==> src/common/tmc_pkg.sv <==
// Shared constants and types for the transfer mode control block
package tmc_pkg;

	// Register byte offsets on the AHB-Lite bus
	localparam logic [7:0] TMC_OFF_TMODE  = 8'h00;
	localparam logic [7:0] TMC_OFF_CMD    = 8'h04;
	localparam logic [7:0] TMC_OFF_ARG2   = 8'h08;
	localparam logic [7:0] TMC_OFF_BLKCNT = 8'h0C;
	localparam logic [7:0] TMC_OFF_HCTL1  = 8'h10;
	localparam logic [7:0] TMC_OFF_STATUS = 8'h14;
	localparam logic [7:0] TMC_OFF_AERR   = 8'h18;
	localparam logic [7:0] TMC_OFF_ARG1   = 8'h1C;

	// Transfer mode field positions
	localparam int unsigned TMC_TM_DMA    = 0;
	localparam int unsigned TMC_TM_BCEN   = 1;
	localparam int unsigned TMC_TM_ACMD   = 2;
	localparam int unsigned TMC_TM_DIR    = 4;
	localparam int unsigned TMC_TM_MULTI  = 5;
	localparam int unsigned TMC_TM_W      = 6;

	// Command register field positions
	localparam int unsigned TMC_CMD_DPS   = 5;
	localparam int unsigned TMC_CMD_IDX   = 8;
	localparam int unsigned TMC_CMD_IDX_W = 6;
	localparam int unsigned TMC_CMD_W     = 14;

	// Host control 1 transfer-variant field
	localparam int unsigned TMC_HC_VAR    = 3;
	localparam int unsigned TMC_HC_VAR_W  = 2;

	// Status and automatic-command error bits
	localparam int unsigned TMC_ST_DINH   = 0;
	localparam int unsigned TMC_ST_BUSY   = 1;
	localparam int unsigned TMC_ST_KIND   = 2;
	localparam int unsigned TMC_AE_C23    = 0;

	// Automatic-command selection encodings
	localparam logic [1:0] TMC_ACMD_OFF   = 2'h0;
	localparam logic [1:0] TMC_ACMD_12    = 2'h1;
	localparam logic [1:0] TMC_ACMD_23    = 2'h2;

	localparam logic [5:0] TMC_IDX_SET_COUNT = 6'h17;

	// Reset values
	localparam logic [31:0] TMC_RST_WORD  = 32'h0000_0000;
	localparam logic [15:0] TMC_RST_HALF  = 16'h0000;

	typedef enum logic [1:0] {
		TMC_XT_SINGLE   = 2'h0,
		TMC_XT_INFINITE = 2'h1,
		TMC_XT_MULTIPLE = 2'h2,
		TMC_XT_STOP     = 2'h3
	} tmc_xfer_kind_t;

	// Gray along idle -> count -> wait -> command -> wait
	typedef enum logic [2:0] {
		TMC_S_IDLE  = 3'h0,
		TMC_S_C23   = 3'h1,
		TMC_S_W23   = 3'h3,
		TMC_S_CMD   = 3'h2,
		TMC_S_WCMD  = 3'h6
	} tmc_state_t;

	typedef struct packed {
		logic [5:0]  index;
		logic [7:0]  flags;
		logic [31:0] arg;
		logic        auto_cmd;
	} tmc_cmd_req_t;

	typedef struct packed {
		logic           dma;
		logic [1:0]     variant;
		logic           read;
		tmc_xfer_kind_t kind;
		logic [15:0]    count;
		logic           auto12;
	} tmc_xfer_req_t;

endpackage

==> src/hdl/tmc_transfer_mode_control.sv <==
// Transfer mode control: registers, automatic count command, data start
//
// The AHB-Lite slave port and the register offsets were decided locally.
`timescale 1ns/1ns

module tmc_transfer_mode_control #(
	parameter int unsigned SPEC_VERSION = 2,
	parameter int unsigned COUNT_W      = 16
) (
	// Clock and reset
	input  wire logic                  hclk,
	input  wire logic                  hresetn,
	// AHB-Lite slave
	input  wire logic                  hsel,
	input  wire logic [31:0]           haddr,
	input  wire logic [1:0]            htrans,
	input  wire logic                  hwrite,
	input  wire logic [2:0]            hsize,
	input  wire logic [31:0]           hwdata,
	input  wire logic                  hready,
	output      logic                  hreadyout,
	output      logic                  hresp,
	output      logic [31:0]           hrdata,
	// Capability strap
	input  wire logic                  cap_dma_support,
	// Card command issue
	output      logic                  cmd_valid,
	output      tmc_pkg::tmc_cmd_req_t cmd_req,
	input  wire logic                  cmd_ready,
	input  wire logic                  rsp_valid,
	input  wire logic                  rsp_err,
	// Data transfer start and end
	output      logic                  xfer_start,
	output      tmc_pkg::tmc_xfer_req_t xfer_req,
	input  wire logic                  data_done,
	// Status
	output      logic                  data_line_inhibit,
	output      logic                  cmd23_error
);
	import tmc_pkg::*;

	// Elaboration refuses setups the logic cannot serve
	if (SPEC_VERSION < 2)
		$error("Automatic count command needs version 3.00 or later");
	if (COUNT_W != 16)
		$error("Block count width must be 16");

	// Bus address phase capture
	logic        ap_valid;
	logic        dp_wr_r;
	logic [7:0]  dp_addr_r;
	logic [31:0] rdata_r;

	assign ap_valid  = hsel & htrans[1] & hready;
	assign hreadyout = 1'b1;
	assign hresp     = 1'b0;
	assign hrdata    = rdata_r;

	// Registers
	logic [TMC_TM_W-1:0]     tmode_r;
	logic [TMC_CMD_W-1:0]    cmd_r;
	logic [31:0]             arg2_r;
	logic [31:0]             arg1_r;
	logic [COUNT_W-1:0]      blkcnt_r;
	logic [7:0]              hctl1_r;
	logic                    dinh_r;
	logic                    aerr_r;
	tmc_state_t              state_r;
	tmc_state_t              state_nxt;
	tmc_cmd_req_t            cmd_req_r;
	logic                    xfer_start_r;
	tmc_xfer_req_t           xfer_req_r;

	// Write decode
	logic wr_tmode;
	logic wr_cmd;
	logic wr_arg1;
	logic wr_arg2;
	logic wr_blkcnt;
	logic wr_hctl1;
	logic wr_aerr;
	logic bus_wr;

	assign bus_wr    = dp_wr_r;
	assign wr_tmode  = bus_wr & (dp_addr_r == TMC_OFF_TMODE) & ~dinh_r;
	assign wr_cmd    = bus_wr & (dp_addr_r == TMC_OFF_CMD)
		& (state_r == TMC_S_IDLE);
	assign wr_arg1   = bus_wr & (dp_addr_r == TMC_OFF_ARG1);
	assign wr_arg2   = bus_wr & (dp_addr_r == TMC_OFF_ARG2);
	assign wr_blkcnt = bus_wr & (dp_addr_r == TMC_OFF_BLKCNT);
	assign wr_hctl1  = bus_wr & (dp_addr_r == TMC_OFF_HCTL1);
	assign wr_aerr   = bus_wr & (dp_addr_r == TMC_OFF_AERR);

	// Transfer mode fields
	logic       tm_dma;
	logic       tm_bcen;
	logic [1:0] tm_acmd;
	logic       tm_read;
	logic       tm_multi;

	// DMA bit has no effect without the capability
	assign tm_dma   = tmode_r[TMC_TM_DMA] & cap_dma_support;
	assign tm_bcen  = tmode_r[TMC_TM_BCEN];
	assign tm_acmd  = tmode_r[TMC_TM_ACMD +: 2];
	assign tm_read  = tmode_r[TMC_TM_DIR];
	assign tm_multi = tmode_r[TMC_TM_MULTI];

	// Written command word fields
	logic [5:0] new_idx;
	logic       new_dps;
	logic       cmd_dps;
	logic       auto23;
	logic       auto12;

	assign new_idx = hwdata[TMC_CMD_IDX +: TMC_CMD_IDX_W];
	assign new_dps = hwdata[TMC_CMD_DPS];
	assign cmd_dps = cmd_r[TMC_CMD_DPS];
	// No index check: any command may follow the count command
	assign auto23  = (tm_acmd == TMC_ACMD_23);
	assign auto12  = (tm_acmd == TMC_ACMD_12);

	// Transfer classification
	tmc_xfer_kind_t kind;
	logic           cnt_zero;

	assign cnt_zero = (blkcnt_r == '0);
	assign kind = !tm_multi ? TMC_XT_SINGLE :
		!tm_bcen ? TMC_XT_INFINITE :
		cnt_zero ? TMC_XT_STOP : TMC_XT_MULTIPLE;

	// Read mux
	logic [31:0] status_word;
	logic [31:0] rd_mux;

	assign status_word = {28'h000_0000, kind, (state_r != TMC_S_IDLE),
		dinh_r};
	always_comb begin
		rd_mux = TMC_RST_WORD;
		case (haddr[7:0])
			TMC_OFF_TMODE:
				rd_mux = {26'h000_0000, tmode_r[TMC_TM_W-1:1], tm_dma};
			TMC_OFF_CMD:    rd_mux = {18'h0_0000, cmd_r};
			TMC_OFF_ARG2:   rd_mux = arg2_r;
			TMC_OFF_BLKCNT: rd_mux = {16'h0000, blkcnt_r};
			TMC_OFF_HCTL1:  rd_mux = {24'h00_0000, hctl1_r};
			TMC_OFF_STATUS: rd_mux = status_word;
			TMC_OFF_AERR:   rd_mux = {31'h0000_0000, aerr_r};
			TMC_OFF_ARG1:   rd_mux = arg1_r;
			default:        rd_mux = TMC_RST_WORD;
		endcase
	end

	always_ff @(posedge hclk or negedge hresetn) begin
		if (!hresetn) begin
			dp_wr_r   <= 1'b0;
			dp_addr_r <= 8'h00;
			rdata_r   <= TMC_RST_WORD;
		end else begin
			dp_wr_r   <= ap_valid & hwrite;
			dp_addr_r <= haddr[7:0];
			if (ap_valid && !hwrite)
				rdata_r <= rd_mux;
		end
	end

	// Software registers
	always_ff @(posedge hclk or negedge hresetn) begin
		if (!hresetn) begin
			tmode_r  <= '0;
			cmd_r    <= '0;
			arg1_r   <= TMC_RST_WORD;
			arg2_r   <= TMC_RST_WORD;
			blkcnt_r <= TMC_RST_HALF;
			hctl1_r  <= 8'h00;
		end else begin
			if (wr_tmode)
				tmode_r <= hwdata[TMC_TM_W-1:0];
			if (wr_cmd)
				cmd_r <= hwdata[TMC_CMD_W-1:0];
			if (wr_arg1)
				arg1_r <= hwdata;
			if (wr_arg2)
				arg2_r <= hwdata;
			if (wr_blkcnt)
				blkcnt_r <= hwdata[COUNT_W-1:0];
			if (wr_hctl1)
				hctl1_r <= hwdata[7:0];
		end
	end

	// Command sequencer
	logic rsp_ok;
	logic rsp_bad;
	logic suppress;
	logic cmd_done_ok;

	assign rsp_ok      = rsp_valid & ~rsp_err;
	assign rsp_bad     = rsp_valid & rsp_err;
	assign suppress    = (state_r == TMC_S_W23) & rsp_bad;
	assign cmd_done_ok = (state_r == TMC_S_WCMD) & rsp_ok;

	always_comb begin
		state_nxt = state_r;
		case (state_r)
			TMC_S_IDLE:
				if (wr_cmd)
					state_nxt = auto23 ? TMC_S_C23 : TMC_S_CMD;
			TMC_S_C23:
				if (cmd_ready)
					state_nxt = TMC_S_W23;
			TMC_S_W23:
				if (rsp_bad)
					state_nxt = TMC_S_IDLE;
				else if (rsp_ok)
					state_nxt = TMC_S_CMD;
			TMC_S_CMD:
				if (cmd_ready)
					state_nxt = TMC_S_WCMD;
			TMC_S_WCMD:
				if (rsp_valid)
					state_nxt = TMC_S_IDLE;
			default:
				state_nxt = TMC_S_IDLE;
		endcase
	end

	assign cmd_valid = (state_r == TMC_S_C23) | (state_r == TMC_S_CMD);
	assign cmd_req   = cmd_req_r;

	always_ff @(posedge hclk or negedge hresetn) begin
		if (!hresetn) begin
			state_r   <= TMC_S_IDLE;
			cmd_req_r <= '0;
		end else begin
			state_r <= state_nxt;
			if (state_r == TMC_S_IDLE && wr_cmd) begin
				if (auto23) begin
					cmd_req_r.index    <= TMC_IDX_SET_COUNT;
					cmd_req_r.flags    <= 8'h00;
					cmd_req_r.arg      <= arg2_r;
					cmd_req_r.auto_cmd <= 1'b1;
				end else begin
					cmd_req_r.index    <= new_idx;
					cmd_req_r.flags    <= hwdata[7:0];
					cmd_req_r.arg      <= arg1_r;
					cmd_req_r.auto_cmd <= 1'b0;
				end
			end else if (state_r == TMC_S_W23 && rsp_ok) begin
				cmd_req_r.index    <= cmd_r[TMC_CMD_IDX +: TMC_CMD_IDX_W];
				cmd_req_r.flags    <= cmd_r[7:0];
				cmd_req_r.arg      <= arg1_r;
				cmd_req_r.auto_cmd <= 1'b0;
			end
		end
	end

	// Data start after the programmed command completes cleanly
	always_ff @(posedge hclk or negedge hresetn) begin
		if (!hresetn) begin
			xfer_start_r <= 1'b0;
			xfer_req_r   <= '0;
		end else begin
			xfer_start_r <= cmd_done_ok & cmd_dps;
			if (cmd_done_ok) begin
				xfer_req_r.dma     <= tm_dma;
				xfer_req_r.variant <= hctl1_r[TMC_HC_VAR +: TMC_HC_VAR_W];
				xfer_req_r.read    <= tm_read;
				xfer_req_r.kind    <= kind;
				xfer_req_r.count   <= blkcnt_r;
				xfer_req_r.auto12  <= auto12;
			end
		end
	end

	assign xfer_start = xfer_start_r;
	assign xfer_req   = xfer_req_r;

	// Inhibit covers the whole data command; a failed response also frees it
	logic dinh_set;
	logic dinh_clr;

	assign dinh_set = wr_cmd & new_dps;
	assign dinh_clr = data_done | suppress
		| ((state_r == TMC_S_WCMD) & rsp_bad)
		| ((state_r == TMC_S_WCMD) & rsp_ok & ~cmd_dps);

	// Error flag: write one clears, a new error in the same cycle wins
	always_ff @(posedge hclk or negedge hresetn) begin
		if (!hresetn) begin
			dinh_r <= 1'b0;
			aerr_r <= 1'b0;
		end else begin
			if (dinh_set)
				dinh_r <= 1'b1;
			else if (dinh_clr)
				dinh_r <= 1'b0;
			if (suppress)
				aerr_r <= 1'b1;
			else if (wr_aerr && hwdata[TMC_AE_C23])
				aerr_r <= 1'b0;
		end
	end

	assign data_line_inhibit = dinh_r;
	assign cmd23_error       = aerr_r;

endmodule

==> config.mk <==
export PLATFORM = sky130hd
export DESIGN_NAME = tmc_transfer_mode_control
export DESIGN_NICKNAME = d
export VERILOG_FILES = /design/src/common/tmc_pkg.sv /design/src/hdl/tmc_transfer_mode_control.sv
export SDC_FILE = /design/constraint.sdc
export NUM_CORES = 1
export LEC_CHECK = 0
export BUFFER_PORTS_ARGS = -buffer_cell sky130_fd_sc_hd__buf_2
export CAP_MARGIN = 20
export CORE_MARGIN = 5
export CORE_UTILIZATION = 40
export CTS_CLUSTER_SIZE = 12
export DETAILED_ROUTE_END_ITERATION = 7
export SYNTH_ARGS = -nofsm -noshare
export SYNTH_HDL_FRONTEND = slang
export SYNTH_SLANG_ARGS = --single-unit
==> constraint.sdc <==
create_clock -name hclk -period 3.7 [get_ports hclk]
set_input_delay 0.185 -clock hclk [delete_from_list [all_inputs] [get_ports hclk]]
set_output_delay 0.185 -clock hclk [all_outputs]
set_load 0.05 [all_outputs]
==> summary.md <==
| Metric | Value |
|---|---|
| Sw frac | 0.3093 |
| Power Dens Cells | 525.8 nW/um^2 |
| Max-slew violation count | 0 |
| Via density | 5.470 |
| Type of element capturing the critical path | flip-flop |
| Reg power frac | 0.440 |
| R2r setup slk | 1.20 ns |
| Outcome | finished, final reports clean |
| RSZ-0062 raised after global routing | no |
| Maximum clock insertion buffer count | 3 |
| WHS Path Cells | 3 |
| Final setup viols | 0 |
| Final wirelength | 28.85 mm |
| Antenna violations before repair | 1 |
| Worst slew margin | 0.3043 |
| Sequential fraction of the synthesis area | 0.5778 |
| WHS Endpoint | data_line_inhibit |
| Max-capacitance violation count | 0 |
| Die Width | 166.1 um |
| Met3 Usage GRT | 0.03975 |
| Clk slew on worst S/H paths | 0.06 ns |
| CP max-delay cell | and3b_2 |
| Top-count cell post-synth | dfrtp_1 |
| CP Class | reg -> reg |
| Iter 0 DRT Violations | 429 |
| Met1 global-route usage | 0.2961 |
| Min-Delay Path Class | in -> reg |
| CTS tree | built |
| Most used routing layer | met2 |
| CP Cell Sequence | nor4_1 -> and3b_2 -> buf_4 -> mux2_2 |
| GRT Total Usage | 0.2084 |
| Mean area per synthesized cell | 11.94 um^2 |
| Internal | 4379 uW |
| Largest net degree at the start of global routing | 126 |
| Dominant synthesized flop cell | dfrtp_1 |
| TritonCTS Buffers | 25 |
| CP top delay family | simple AND/OR/NAND/NOR gates |
| Synth cell types | 59 |
| Hold Vio Cnt, Final | 0 |
| H-tree levels | 1 |
| Worst Hold Launch | hwdata[5] |
| Worst slew pin tran | 1.044 ns |
| Top cells by area, synth | dfrtp_1, mux2_2, nand2_1 |
| Crit-path max FO | 19 |
| RD Place Congestion | 0.7970 |
| Final worst path period need | 2.503 ns |
| Fraction of layout cells with a size suffix above 1 | 0.3193 |
| R2R depth | 4 |
| Total power | 6339 uW |
| Setup TNS | 0 ns |
| CP peak stage delay | 0.58 ns |
| Bufs and invs on worst path | 1 |
| Clk_skew | 0.006495 ns |
| Post-DP HPWL | 18.19 mm |
| Synthesized area | 9744 um^2 |
| Peak supply drop | 0.4057 mV |
| Die Ht | 166.1 um |
| CP startpoint kind | flip-flop |
| Flops & latches, synth | 225 |
| Top cells by count, synth | dfrtp_1, nand2_1, mux2_2 |
| CORE AREA | 24180 um^2 |
| FP Rows | 57 |
| Initial Util | 0.4030 |
| Drt pass-1 iters | 5 |
| Yosys synthesis warning count | 0 |
| IO Pins | 187 |
| Clock Sinks | 225 |
| Vias in the first global route | 7606 |
| Combinational fraction of design power | 0.180 |
| Routed WL per cell | 21.48 um |
| Crit Reg-Reg Endpoint | arg2_r[11] |
| Data arrival time of the worst path | 2.91 ns |
| CTS Root Cell | clkbuf_16 |
| Clock Power Share | 0.380 |
| Gr ovfl total | 0 |
| Clk_lat worst skew | 0.52 ns |
| Switch Pwr | 1961 uW |
| Top-area cell type share of the netlist area | 0.5778 |
| First-pass GRT wire length | 46.09 mm |
| Die area | 27580 um^2 |
| Post-synth EDFFs | 0 |
| Post-Synthesis Cells | 816 |
| Max Fclk | 399.5 MHz |
| Final period util | 0.6765 |
| Multi-input logic area | 3820 um^2 |
| Drc violations | 0 |
| Ys async rst share | 1.000 |
| Critical path required time | 4.10 ns |
| Final Net Count | 1080 |
| Static Leakage | 0.005994 uW |
| Register area | 5630 um^2 |
| Area delta synth->final | 23.73% |
| Critical R2R Launch | dp_addr_r[2] |
| Synth area leader | dfrtp_1 |
| GRT met2 Usage | 0.3335 |
| Syn_nets | 895 |
| # port buffers | 156 |
| Via count | 7346 |
| Routed Antenna Nets | 0 |
| Critical Path Start | dp_addr_r[2] |
| Fillers | 2218 |
## routing by layer
metal  vias up  wire, um
li1       3346         -
met1      3708     13110
met2       257     13380
met3        35      1839
met4         0       522
met5         -         0
## repair_timing
item	4_1_cts	5_1_grt
hold buffers	44	0
endpoints found under the hold margin	213	0
buffers inserted	0	0
gates resized for setup	0	0
## worst max-delay path by stage
stage	end	slack [ns]	cells past startpoint
3_3_place_gp	arg2_r[6]	1.26	4
6_report	arg2_r[11]	1.20	4
3_5_place_dp	arg2_r[11]	1.21	4
5_1_grt	cmd_req[5]	1.10	6
2_1_floorplan	arg2_r[10]	1.81	6
4_1_cts	arg2_r[11]	1.21	4
## worst reg2reg max path, delay by kind of cell, from the launching register on
family / cells / cell delay (ns)
multiplexers: 1 / 0.40
buffers and inverters: 1 / 0.41
AND/OR/NAND/NOR: 2 / 1.13
flip-flops: 1 / 0.46
## power groups by stage
stage / clock network (uW) / logic [uW] / registers, uW
global route: 2580 / 1220 / 2810
finish: 2410 / 1140 / 2790
detailed placement: 0 / 1120 / 2830
global placement: 0 / 1110 / 2820
CTS: 2470 / 1160 / 2790
floorplan: 0 / 325 / 3260
## logic make-up (layout without fill, tap and decap cells)
| logic type | Yosys count | count (layout) | synth area share |
|---|---|---|---|
| simple gates | 242 | 242 | 0.1275 |
| flops | 225 | 225 | 0.5778 |
| compound gates | 151 | 151 | 0.1130 |
| mux | 129 | 129 | 0.1480 |
| buf+inv | 65 | 267 | 0.03107 |
| other cells | 2 | 3 | 0.0007707 |
| xor+xnor | 2 | 2 | 0.001798 |
## registers in the layout, summed over array words and instances, names as in the netlist
| signal | cells |
|---|---|
| state_r | 3 |
| arg1_r | 32 |
| hrdata | 32 |
| dp_addr_r | 8 |
| blkcnt_r | 16 |
| xfer_req | 23 |
| cmd_req | 47 |
| hctl1_r | 8 |
| cmd_r | 14 |
| tmode_r | 6 |
| xfer_start | 1 |
| bus_wr | 1 |
| data_line_inhibit | 1 |
| arg2_r | 32 |
| cmd23_error | 1 |
## cell type report
class / count / share of cell area
Sequential cell: 225 / 0.4670
Multi-Input combinational cell: 526 / 0.3168
Timing Repair Buffer: 218 / 0.1144
Clock buffer: 39 / 0.06372
Tap cell: 324 / 0.03362
Clock inverter: 5 / 0.002698
Inverter: 5 / 0.001557
Antenna cell: 1 / 0.0002076
## through the flow
step	cells	utilization	instance area (um^2)	hold slack, ns	setup slack [ns]
5_1_grt	1343	0.4987	12060	0.01496	1.101
2_1_floorplan	816	-	9744	-0.1106	1.815
3_5_place_dp	1254	0.4472	10810	0.3123	1.215
6_report	1343	0.4987	12060	0.02648	1.197
3_3_place_gp	1254	0.4472	10810	0.3111	1.260
4_1_cts	1342	0.4986	12050	0.006685	1.213
## layout by cell type, fill, tap and decap left out, types with 8 or more instances in the layout
cell type	Yosys	layout
dfrtp_1	225	225
buf_2	17	155
nand2_1	136	136
mux2_2	94	94
dlygate4sd3_1	0	44
and3_1	35	35
a221o_1	33	33
a21oi_1	30	30
mux2i_1	26	26
clkbuf_16	0	25
a22oi_1	18	18
o21ai_1	18	18
buf_4	6	17
o21ai_0	13	13
nand3_1	12	12
nor2_1	10	9
clkbuf_8	0	9
a22o_1	8	8
Power figures use the tool's default switching activity.
